<file path="config.mk">
export PLATFORM = sky130hd
export DESIGN_NAME = pmsc_ctrl
export DESIGN_NICKNAME = d
export VERILOG_FILES = /design/src/rtl/pmsc_pkg.sv /design/src/rtl/pmsc_sync.sv /design/src/rtl/pmsc_ctrl.sv
export SDC_FILE = /design/constraint.sdc
export NUM_CORES = 1
export LEC_CHECK = 0
export BUFFER_PORTS_ARGS = -buffer_cell sky130_fd_sc_hd__buf_4
export CAP_MARGIN = 10
export CORE_MARGIN = 2
export CORE_UTILIZATION = 59
export DETAILED_ROUTE_END_ITERATION = 8
export PLACE_DENSITY = 0.91
export SLEW_MARGIN = 20
export SYNTH_ARGS = -nofsm -noshare
export SYNTH_HDL_FRONTEND = slang
export SYNTH_SLANG_ARGS = --single-unit
</file>
<file path="constraint.sdc">
create_clock -name clk -period 2.2 [get_ports clk]
set_clock_uncertainty 0.2 [all_clocks]
set_input_delay 0.11 -clock clk [delete_from_list [all_inputs] [get_ports clk]]
set_output_delay 0.11 -clock clk [all_outputs]
set_load 0.1 [all_outputs]
</file>
<file path="src/rtl/pmsc_pkg.sv">
// Purpose: Shared constants and types for the power management status/control block.
// Assumes: 8-bit register port, single 100 MHz clock domain.
// Notes:   Register offsets and the interrupt register layout are local choices.
package pmsc_pkg;

  localparam int unsigned ADDR_W = 3;
  localparam int unsigned DATA_W = 8;

  // ----------------------------------------------------------------------
  // Register offsets
  // ----------------------------------------------------------------------
  localparam logic [ADDR_W-1:0] OFF_CTRL_ONE = 3'h0;
  localparam logic [ADDR_W-1:0] OFF_CTRL_TWO = 3'h1;
  localparam logic [ADDR_W-1:0] OFF_IRQ_STAT = 3'h2;
  localparam logic [ADDR_W-1:0] OFF_IRQ_MASK = 3'h3;

  // ----------------------------------------------------------------------
  // Field positions, first control register
  // ----------------------------------------------------------------------
  localparam int unsigned B1_WARN_FLAG  = 7;
  localparam int unsigned B1_WARN_ACK   = 6;
  localparam int unsigned B1_WARN_IE    = 5;
  localparam int unsigned B1_DET_RST_EN = 4;
  localparam int unsigned B1_DET_STP_EN = 3;
  localparam int unsigned B1_DET_EN     = 2;
  localparam int unsigned B1_BG_BUF_EN  = 0;

  // ----------------------------------------------------------------------
  // Field positions, second control register
  // ----------------------------------------------------------------------
  localparam int unsigned B2_DET_VSEL  = 5;
  localparam int unsigned B2_WARN_VSEL = 4;
  localparam int unsigned B2_PPD_FLAG  = 3;
  localparam int unsigned B2_PPD_ACK   = 2;
  localparam int unsigned B2_PPD_CTRL  = 0;

  // Interrupt status/mask layout.
  localparam int unsigned IRQ_W      = 3;
  localparam int unsigned IB_WARN    = 0;
  localparam int unsigned IB_DETECT  = 1;
  localparam int unsigned IB_PPD_REC = 2;

  // ----------------------------------------------------------------------
  // Reset values
  // ----------------------------------------------------------------------
  localparam logic [DATA_W-1:0] RST_CTRL_ONE = 8'h1c;
  localparam logic [DATA_W-1:0] RST_CTRL_TWO = 8'h00;
  localparam logic [IRQ_W-1:0]  RST_IRQ_MASK = 3'h0;

  // Sampled analog and mode inputs.
  typedef struct packed {
    logic warn_below;     // Supply below warning trip point.
    logic detect_below;   // Supply below detect trip point.
    logic in_stop;        // Device is in a stop mode.
    logic deep_recovered; // Pulse-like level: wake from deep stop mode.
  } pmsc_analog_s;

  // Register port request.
  typedef struct packed {
    logic              wr;
    logic              rd;
    logic [ADDR_W-1:0] addr;
    logic [DATA_W-1:0] wdata;
  } pmsc_req_s;

endpackage : pmsc_pkg

</file>
<file path="src/rtl/pmsc_sync.sv">
// Purpose: Three-stage synchroniser with second/third agreement filter.
// Assumes: Input is asynchronous to clk.
// Notes:   Stage one feeds only stage two.
`timescale 1ns/1ps
module pmsc_sync #(
  parameter int unsigned WIDTH = 4
) (
  input  wire logic             clk,
  input  wire logic             resetn,
  input  wire logic             clk_en,
  input  wire logic [WIDTH-1:0] async_in,
  output logic      [WIDTH-1:0] sync_out
);

  logic [WIDTH-1:0] s1_q;
  logic [WIDTH-1:0] s2_q;
  logic [WIDTH-1:0] s3_q;

  always_ff @(posedge clk or negedge resetn) begin
    if (!resetn) begin
      s1_q <= '0;
      s2_q <= '0;
      s3_q <= '0;
    end else if (clk_en) begin
      s1_q <= async_in;
      s2_q <= s1_q;
      s3_q <= s2_q;
    end
  end

  // A change is accepted only once two settled stages agree.
  genvar gi;
  generate
    for (gi = 0; gi < WIDTH; gi++) begin : g_bit
      always_ff @(posedge clk or negedge resetn) begin
        if (!resetn) begin
          sync_out[gi] <= 1'b0;
        end else if (clk_en && (s2_q[gi] == s3_q[gi])) begin
          sync_out[gi] <= s3_q[gi];
        end
      end
    end
  endgenerate

endmodule // pmsc_sync

</file>
<file path="src/rtl/pmsc_ctrl.sv">
// Purpose: Power management status and control registers with supervision logic.
// Assumes: CPU drives a one-cycle strobe register port on clk; analog inputs async.
// Notes:   Read data stand for exactly one cycle after the read strobe.
//          A low clock enable freezes every register, read data included.
//          The detect reset request is a level; the reset controller owns its timing.
//
// Functional notes
// - Warning flag sets on low supply, sticky.
// - Write-once bits accept only first write.
// - Warning ack clears flag if condition gone.
// - Warning interrupt enable gates interrupt request.
// - Detect reset enable forces chip reset.
// - Detect stop enable keeps detection in stop.
// - Detect enable qualifies detect logic and controls.
// - Bandgap buffer enable drives buffer on.
// - Select bits choose detect and warning points.
// - Detect:warning code picks one of four levels.
// - Partial powerdown flag set after deep stop.
// - Partial powerdown ack clears the flag.
// - Powerdown control selects deep or light stop.
//
// Local design decisions: the address map and the strobed register port.
`timescale 1ns/1ps
module pmsc_ctrl
  import pmsc_pkg::*;
(
  input  wire logic                     clk,
  input  wire logic                     resetn,
  input  wire logic                     clk_en,
  input  wire pmsc_pkg::pmsc_req_s      req,
  output logic [pmsc_pkg::DATA_W-1:0]   rdata,
  input  wire pmsc_pkg::pmsc_analog_s   analog_in,
  output logic                          irq,
  output logic                          warn_irq_req,
  output logic                          chip_reset_req,
  output logic                          detect_active,
  output logic                          bandgap_buffer_on,
  output logic [1:0]                    trip_code,
  output logic                          deep_stop_select,
  output logic                          io_access_blocked
);
  import pmsc_pkg::*;

  // ----------------------------------------------------------------------
  // Input synchronisation
  // ----------------------------------------------------------------------
  // All four supervision inputs share one synchroniser. A one-cycle pulse is filtered
  // out, so the wake indication from deep stop must last at least two cycles.
  pmsc_analog_s ana;

  pmsc_sync #(
    .WIDTH    (4)
  ) u_sync (
    .clk      (clk),
    .resetn   (resetn),
    .clk_en   (clk_en),
    .async_in (analog_in),
    .sync_out (ana)
  );

  // ----------------------------------------------------------------------
  // Register state
  // ----------------------------------------------------------------------
  logic             low_warn_flag_q;
  logic             low_warn_irq_enable_q;
  logic             low_detect_reset_enable_q;
  logic             low_detect_stop_enable_q;
  logic             low_detect_enable_q;
  logic             bandgap_buffer_enable_q;
  logic             detect_voltage_select_q;
  logic             warn_voltage_select_q;
  logic             partial_powerdown_flag_q;
  logic             partial_powerdown_control_q;
  logic             once_one_done_q;
  logic             once_two_done_q;
  logic             warn_prev_q;
  logic             deep_prev_q;
  logic [IRQ_W-1:0] irq_stat_q;
  logic [IRQ_W-1:0] irq_mask_q;

  logic wr_one;
  logic wr_two;
  logic warn_rise;
  logic detect_event;
  logic deep_rise;
  logic warn_ack;
  logic ppd_ack;

  assign wr_one    = clk_en && req.wr && (req.addr == OFF_CTRL_ONE);
  assign wr_two    = clk_en && req.wr && (req.addr == OFF_CTRL_TWO);
  assign warn_ack  = wr_one && req.wdata[B1_WARN_ACK];
  assign ppd_ack   = wr_two && req.wdata[B2_PPD_ACK];
  assign warn_rise = ana.warn_below && !warn_prev_q;
  assign deep_rise = ana.deep_recovered && !deep_prev_q;

  // Detection runs when enabled, and in stop only with the stop enable.
  assign detect_event = low_detect_enable_q && ana.detect_below &&
                        (!ana.in_stop || low_detect_stop_enable_q);

  // ----------------------------------------------------------------------
  // Edge history
  // ----------------------------------------------------------------------
  // History resets low, so a level already present at reset is seen as a rise.
  always_ff @(posedge clk or negedge resetn) begin
    if (!resetn) begin
      warn_prev_q <= 1'b0;
      deep_prev_q <= 1'b0;
    end else if (clk_en) begin
      warn_prev_q <= ana.warn_below;
      deep_prev_q <= ana.deep_recovered;
    end
  end

  // ----------------------------------------------------------------------
  // Control register one
  // ----------------------------------------------------------------------
  // Reset-time supply state is caught because the flag sets on the warn_below level, not only on warn_rise.
  always_ff @(posedge clk or negedge resetn) begin
    if (!resetn) begin
      low_warn_flag_q <= RST_CTRL_ONE[B1_WARN_FLAG];
    end else if (clk_en) begin
      if (warn_rise || ana.warn_below) begin
        low_warn_flag_q <= 1'b1;
      end else if (warn_ack) begin
        low_warn_flag_q <= 1'b0;
      end
    end
  end

  always_ff @(posedge clk or negedge resetn) begin
    if (!resetn) begin
      low_warn_irq_enable_q    <= RST_CTRL_ONE[B1_WARN_IE];
      low_detect_stop_enable_q <= RST_CTRL_ONE[B1_DET_STP_EN];
      bandgap_buffer_enable_q  <= RST_CTRL_ONE[B1_BG_BUF_EN];
    end else if (wr_one) begin
      low_warn_irq_enable_q    <= req.wdata[B1_WARN_IE];
      low_detect_stop_enable_q <= req.wdata[B1_DET_STP_EN];
      bandgap_buffer_enable_q  <= req.wdata[B1_BG_BUF_EN];
    end
  end

  // Write-once fields lock on the first write to their register.
  // The lock keeps whatever data that write carried, until the next reset.
  always_ff @(posedge clk or negedge resetn) begin
    if (!resetn) begin
      low_detect_reset_enable_q <= RST_CTRL_ONE[B1_DET_RST_EN];
      low_detect_enable_q       <= RST_CTRL_ONE[B1_DET_EN];
      once_one_done_q           <= 1'b0;
    end else if (wr_one && !once_one_done_q) begin
      low_detect_reset_enable_q <= req.wdata[B1_DET_RST_EN];
      low_detect_enable_q       <= req.wdata[B1_DET_EN];
      once_one_done_q           <= 1'b1;
    end
  end

  // ----------------------------------------------------------------------
  // Control register two
  // ----------------------------------------------------------------------
  // Trip-point selects stay writable; only the stop-mode choice is write-once.
  always_ff @(posedge clk or negedge resetn) begin
    if (!resetn) begin
      detect_voltage_select_q <= RST_CTRL_TWO[B2_DET_VSEL];
      warn_voltage_select_q   <= RST_CTRL_TWO[B2_WARN_VSEL];
    end else if (wr_two) begin
      detect_voltage_select_q <= req.wdata[B2_DET_VSEL];
      warn_voltage_select_q   <= req.wdata[B2_WARN_VSEL];
    end
  end

  always_ff @(posedge clk or negedge resetn) begin
    if (!resetn) begin
      partial_powerdown_control_q <= RST_CTRL_TWO[B2_PPD_CTRL];
      once_two_done_q             <= 1'b0;
    end else if (wr_two && !once_two_done_q) begin
      partial_powerdown_control_q <= req.wdata[B2_PPD_CTRL];
      once_two_done_q             <= 1'b1;
    end
  end

  // Recovery wins over a same-cycle acknowledge so no wake is lost.
  // While set, the flag keeps I/O access blocked until software acknowledges it.
  always_ff @(posedge clk or negedge resetn) begin
    if (!resetn) begin
      partial_powerdown_flag_q <= RST_CTRL_TWO[B2_PPD_FLAG];
    end else if (clk_en) begin
      if (deep_rise) begin
        partial_powerdown_flag_q <= 1'b1;
      end else if (ppd_ack) begin
        partial_powerdown_flag_q <= 1'b0;
      end
    end
  end

  // ----------------------------------------------------------------------
  // Interrupt status and mask
  // ----------------------------------------------------------------------
  logic [IRQ_W-1:0] irq_events;
  logic             stat_rd;
  logic             mask_wr;

  assign irq_events = {deep_rise, detect_event, warn_rise};
  assign stat_rd    = clk_en && req.rd && (req.addr == OFF_IRQ_STAT);
  assign mask_wr    = clk_en && req.wr && (req.addr == OFF_IRQ_MASK);

  // Set wins over the read-to-clear in the same cycle.
  // The detect event is a level, so its bit re-arms every cycle the supply stays low while detection is qualified.
  always_ff @(posedge clk or negedge resetn) begin
    if (!resetn) begin
      irq_stat_q <= '0;
    end else if (clk_en) begin
      irq_stat_q <= (stat_rd ? '0 : irq_stat_q) | irq_events;
    end
  end

  always_ff @(posedge clk or negedge resetn) begin
    if (!resetn) begin
      irq_mask_q <= RST_IRQ_MASK;
    end else if (mask_wr) begin
      irq_mask_q <= req.wdata[IRQ_W-1:0];
    end
  end

  // ----------------------------------------------------------------------
  // Read port
  // ----------------------------------------------------------------------
  logic [DATA_W-1:0] rd_mux;

  // Unmapped offsets and the write-only strobe bits fall through to zero.
  always_comb begin
    rd_mux = '0;
    unique case (req.addr)
      OFF_CTRL_ONE: begin
        rd_mux[B1_WARN_FLAG]  = low_warn_flag_q;
        rd_mux[B1_WARN_IE]    = low_warn_irq_enable_q;
        rd_mux[B1_DET_RST_EN] = low_detect_reset_enable_q;
        rd_mux[B1_DET_STP_EN] = low_detect_stop_enable_q;
        rd_mux[B1_DET_EN]     = low_detect_enable_q;
        rd_mux[B1_BG_BUF_EN]  = bandgap_buffer_enable_q;
      end
      OFF_CTRL_TWO: begin
        rd_mux[B2_DET_VSEL]   = detect_voltage_select_q;
        rd_mux[B2_WARN_VSEL]  = warn_voltage_select_q;
        rd_mux[B2_PPD_FLAG]   = partial_powerdown_flag_q;
        rd_mux[B2_PPD_CTRL]   = partial_powerdown_control_q;
      end
      OFF_IRQ_STAT: rd_mux[IRQ_W-1:0] = irq_stat_q;
      OFF_IRQ_MASK: rd_mux[IRQ_W-1:0] = irq_mask_q;
      default:      rd_mux = '0;
    endcase
  end

  // Read data stand only in the cycle after the strobe.
  // Zero between answers lets several slaves share one OR-ed read bus.
  always_ff @(posedge clk or negedge resetn) begin
    if (!resetn) begin
      rdata <= '0;
    end else if (clk_en) begin
      rdata <= req.rd ? rd_mux : '0;
    end
  end

  // ----------------------------------------------------------------------
  // Registered outputs
  // ----------------------------------------------------------------------
  // Interrupt lines follow their sources one cycle late.
  always_ff @(posedge clk or negedge resetn) begin
    if (!resetn) begin
      irq          <= 1'b0;
      warn_irq_req <= 1'b0;
    end else if (clk_en) begin
      irq          <= |(irq_stat_q & irq_mask_q);
      warn_irq_req <= low_warn_irq_enable_q && low_warn_flag_q;
    end
  end

  // Detection qualifiers apply to both the active indication and the reset request.
  always_ff @(posedge clk or negedge resetn) begin
    if (!resetn) begin
      chip_reset_req <= 1'b0;
      detect_active  <= 1'b0;
    end else if (clk_en) begin
      chip_reset_req <= detect_event && low_detect_reset_enable_q;
      detect_active  <= low_detect_enable_q &&
                        (!ana.in_stop || low_detect_stop_enable_q);
    end
  end

  // Analog controls and the stop-mode choice are plain registered copies.
  always_ff @(posedge clk or negedge resetn) begin
    if (!resetn) begin
      bandgap_buffer_on <= 1'b0;
      trip_code         <= 2'b00;
      deep_stop_select  <= 1'b0;
      io_access_blocked <= 1'b0;
    end else if (clk_en) begin
      bandgap_buffer_on <= bandgap_buffer_enable_q;
      trip_code         <= {detect_voltage_select_q,
                            warn_voltage_select_q};
      deep_stop_select  <= partial_powerdown_control_q;
      io_access_blocked <= partial_powerdown_flag_q;
    end
  end

endmodule // pmsc_ctrl

</file>
==> impl_metrics.tcl <==
set metrics [dict create \
    max_slew_margin_pct 59.6 \
    grt_util_all_layers_pct 22.2 \
    route.detailed.vias_per_inst 5.41 \
    outcome "finished, final reports clean" \
    power_leakage_uw 0.00119 \
    antenna_cells_inserted 0 \
    grt_antenna_before_repair 0 \
    yosys_most_used_dff "sky130_fd_sc_hd__dfrtp_1" \
    mappedNetlistNets 195 \
    global_route.usage.met2_pct 38.4 \
    yosys.cell_types.count 29 \
    post-place-ws_ns 0.591 \
    detail_route.wl_per_cell_um 14.4 \
    fin_crit_ns 1.77 \
    worstHoldPathType "input pin to async pin" \
    synth_edf_count 0 \
    postRouteAntennaNets 0 \
    grt_pass1_vias 1505 \
    grt_overflow_total 0 \
    r2r_slack_ns 0.69 \
    flow.area_growth_from_synthesis_pct 24.5 \
    final_nets 248 \
    detail_route.drc_violations 0 \
    clk_path_buf_depth 2 \
    rows 21 \
    met3_track_demand_over_resource_in_global_routing_pct 5.90 \
    top_level_ports 37 \
    die_area_um2 4160 \
    clkTransAtPathRegs_ns 0.14 \
    reg_to_reg_endpoint "low_detect_reset_enable_q$_DFFE_PN1P_" \
    globalplace.congestion 0.863 \
    fp.coreArea_um2 3420 \
    dp_hpwl_um 2780 \
    synthDominantCellAreaShare_pct 56.7 \
    top_usage_layer "met2" \
    worst_slack_ns 0.426 \
    grt_setup_unrepaired "no" \
    ys_warn_count 0 \
    achievable-frequency_mhz 564 \
    grt_max_degree 53 \
    transition_time_at_the_pin_with_the_least_slew_margin_ns 0.607 \
    synth-seq-cells 52 \
    cts_max_level 2 \
    cts_bufs_inserted 5 \
    reg2reg_depth 2 \
    yosysTopAreaCell "sky130_fd_sc_hd__dfrtp_1" \
    max_cap_violations 0 \
    setup_violations 0 \
    fraction_of_final_layout_cells_with_drive_strength_greater_than_1_pct 34.5 \
    num_vias 1488 \
    top_post_synthesis_cells_by_area "sky130_fd_sc_hd__dfrtp_1, sky130_fd_sc_hd__mux2_2, sky130_fd_sc_hd__dfstp_2" \
    tritoncts "built" \
    part_of_the_yosys_area_used_for_sequential_elements_pct 60.4 \
    insertion_delay_ns 0.37 \
    pwr_density_cell_nw_per_um2 991 \
    synthArstFlopShare_pct 100 \
    cp_max_fo 20 \
    post-route-period-util_pct 80.6 \
    floorplan.initialDensity_pct 63.3 \
    firstDrtPassIters 4 \
    groute.layer.met1.usage_pct 27.3 \
    iteration_0_drc_count_of_the_detailed_router 114 \
    place.port_buffers 34 \
    timing.setup.tns_ns 0 \
    crit_path_class "input pin to flop" \
    power.ir.vdd_worst_uv 723 \
    die_y_um 64.5 \
    arrival_worst_endpoint_ns 1.88 \
    grt_first_pass_wirelength_um 6890 \
    detail_route.wirelength_um 3970 \
    timing.final.max_slew_violations 0 \
    cts_num_sinks 52 \
    r2r_start "once_one_done_q$_DFFE_PN0P_" \
    worst_setup_path_start_kind "input pin" \
    synth_cells 175 \
    setup.worst_path.end_class "flop" \
    final_hold_viol_count 0 \
    die_width_um 64.5 \
    worst-endpoint-required_ns 2.31 \
    clk_root_buf "sky130_fd_sc_hd__clkbuf_4" \
    synth.cell_area_um2 2160 \
    syn_avg_cell_area_um2 12.3 \
]
[Yosys cell counts (all sizes together) (2+ instances only)]
cell type	n
clkbuf	4
nor3b	2
inv	14
nor2	8
nand3b	3
o22ai	5
dfrtp	49
nand2b	5
mux2	33
nand2	5
dfstp	3
nor3	2
a21oi	11
a31oi	2
or2	2
buf	4
nand3	4
o21ai	10
[per-layer routing]
metal  part of all wire, %  vias to the layer above
met1                    43                      729
met4                   1.4                        0
li1                      -                      721
met3                   4.5                        6
met2                    51                       32
met5                     0                        -
[worst max-delay path by stage]
stage	startpoint	endpoint	slack (ns)	cells past startpoint
6_report	clk_en	low_detect_reset_enable_q$_DFFE_PN1P_	0.43	5
3_5_place_dp	clk_en	low_detect_reset_enable_q$_DFFE_PN1P_	0.59	4
2_1_floorplan	bandgap_buffer_on$_DFFE_PN0P_	bandgap_buffer_on$_DFFE_PN0P_	0.74	1
3_3_place_gp	clk_en	low_detect_enable_q$_DFFE_PN1P_	0.64	4
5_1_grt	clk_en	low_detect_reset_enable_q$_DFFE_PN1P_	0.39	5
4_1_cts	clk_en	low_detect_reset_enable_q$_DFFE_PN1P_	0.43	5
[registers in the layout, indices dropped and copies added (netlist names), 2 cells and up]
register	count
u_sync.s2_q	4
u_sync.sync_out	4
trip_code	2
rdata	7
u_sync.s1_q	4
u_sync.s3_q	4
irq_stat_q	3
irq_mask_q	3
[stage by stage]
| stage | total power (µW) | util [%] | area, µm² | cells | hold WS, ns |
|---|---|---|---|---|---|
| global placement | 2180 | 71.8 | 2450 | 249 | -0.0446 |
| floorplan | 1990 | - | 2160 | 175 | -0.386 |
| finish | 2670 | 78.8 | 2690 | 275 | 0.0863 |
| CTS | 2680 | 78.8 | 2690 | 275 | 0.104 |
| global route | 2810 | 78.8 | 2690 | 275 | 0.121 |
| detailed placement | 2230 | 71.8 | 2450 | 249 | -0.0329 |
[timing repair]
action,CTS,global route
gates resized for setup,0,0
hold endpoints to repair,83,0
hold buffers,18,0
setup buffers,0,0
[worst max-delay path, stage by stage]
cell                            delay (ns)
sky130_fd_sc_hd__dlygate4sd3_1        0.53
sky130_fd_sc_hd__buf_4                0.22
sky130_fd_sc_hd__nand3b_1             0.19
sky130_fd_sc_hd__or4_1                0.49
sky130_fd_sc_hd__mux2_1               0.34
[cell type report]
type	instances	area, µm²
multi-input cells	101	766
flip-flops and latches	52	1310
inverters	14	52.6
fillers	199	726
well taps	46	57.6
clock buffers	8	58.8
repair buffers	54	450
[cells by family after synthesis]
group | share of synthesized area [%]
multiplexers | 18.7
flip-flops | 60.4
AND/OR/NAND/NOR | 8.45
buffers and inverters | 4.17
AO/OA/AOI/OAI | 8.11
other | 0.174
[cell usage in the layout, fill, tap and decap left out]
| cell | count |
|---|---|
| sky130_fd_sc_hd__nand3_1 | 4 |
| sky130_fd_sc_hd__o2111ai_1 | 1 |
| sky130_fd_sc_hd__o211ai_1 | 1 |
| sky130_fd_sc_hd__nor3b_1 | 2 |
| sky130_fd_sc_hd__nor2b_1 | 1 |
| sky130_fd_sc_hd__dfstp_2 | 3 |
| sky130_fd_sc_hd__mux2_1 | 2 |
| sky130_fd_sc_hd__dlygate4sd3_1 | 18 |
| sky130_fd_sc_hd__clkbuf_4 | 5 |
| sky130_fd_sc_hd__or4_1 | 1 |
| sky130_fd_sc_hd__o22ai_1 | 5 |
| sky130_fd_sc_hd__a222oi_1 | 1 |
| sky130_fd_sc_hd__dfrtp_1 | 49 |
| sky130_fd_sc_hd__a21oi_1 | 11 |
| sky130_fd_sc_hd__nor2_1 | 8 |
| sky130_fd_sc_hd__mux2_2 | 31 |
| sky130_fd_sc_hd__nor3_1 | 2 |
| sky130_fd_sc_hd__buf_4 | 36 |
| sky130_fd_sc_hd__nand4b_1 | 1 |
| sky130_fd_sc_hd__conb_1 | 1 |
| sky130_fd_sc_hd__clkbuf_1 | 2 |
| sky130_fd_sc_hd__mux4_2 | 1 |
| sky130_fd_sc_hd__clkbuf_8 | 1 |
| sky130_fd_sc_hd__o21ai_0 | 10 |
| sky130_fd_sc_hd__a31oi_1 | 2 |
| sky130_fd_sc_hd__nand3b_1 | 3 |
| sky130_fd_sc_hd__nand2_1 | 5 |
| sky130_fd_sc_hd__inv_1 | 14 |
| sky130_fd_sc_hd__mux2i_1 | 1 |
| sky130_fd_sc_hd__or2_2 | 2 |
| sky130_fd_sc_hd__nand2b_1 | 5 |
[report_power, final]
| part | switching [µW] | internal, µW |
|---|---|---|
| logic | 605 | 304 |
| registers | 147 | 1180 |
| clock network | 276 | 158 |
| total | 1030 | 1640 |
Power figures use the tool's default switching activity.
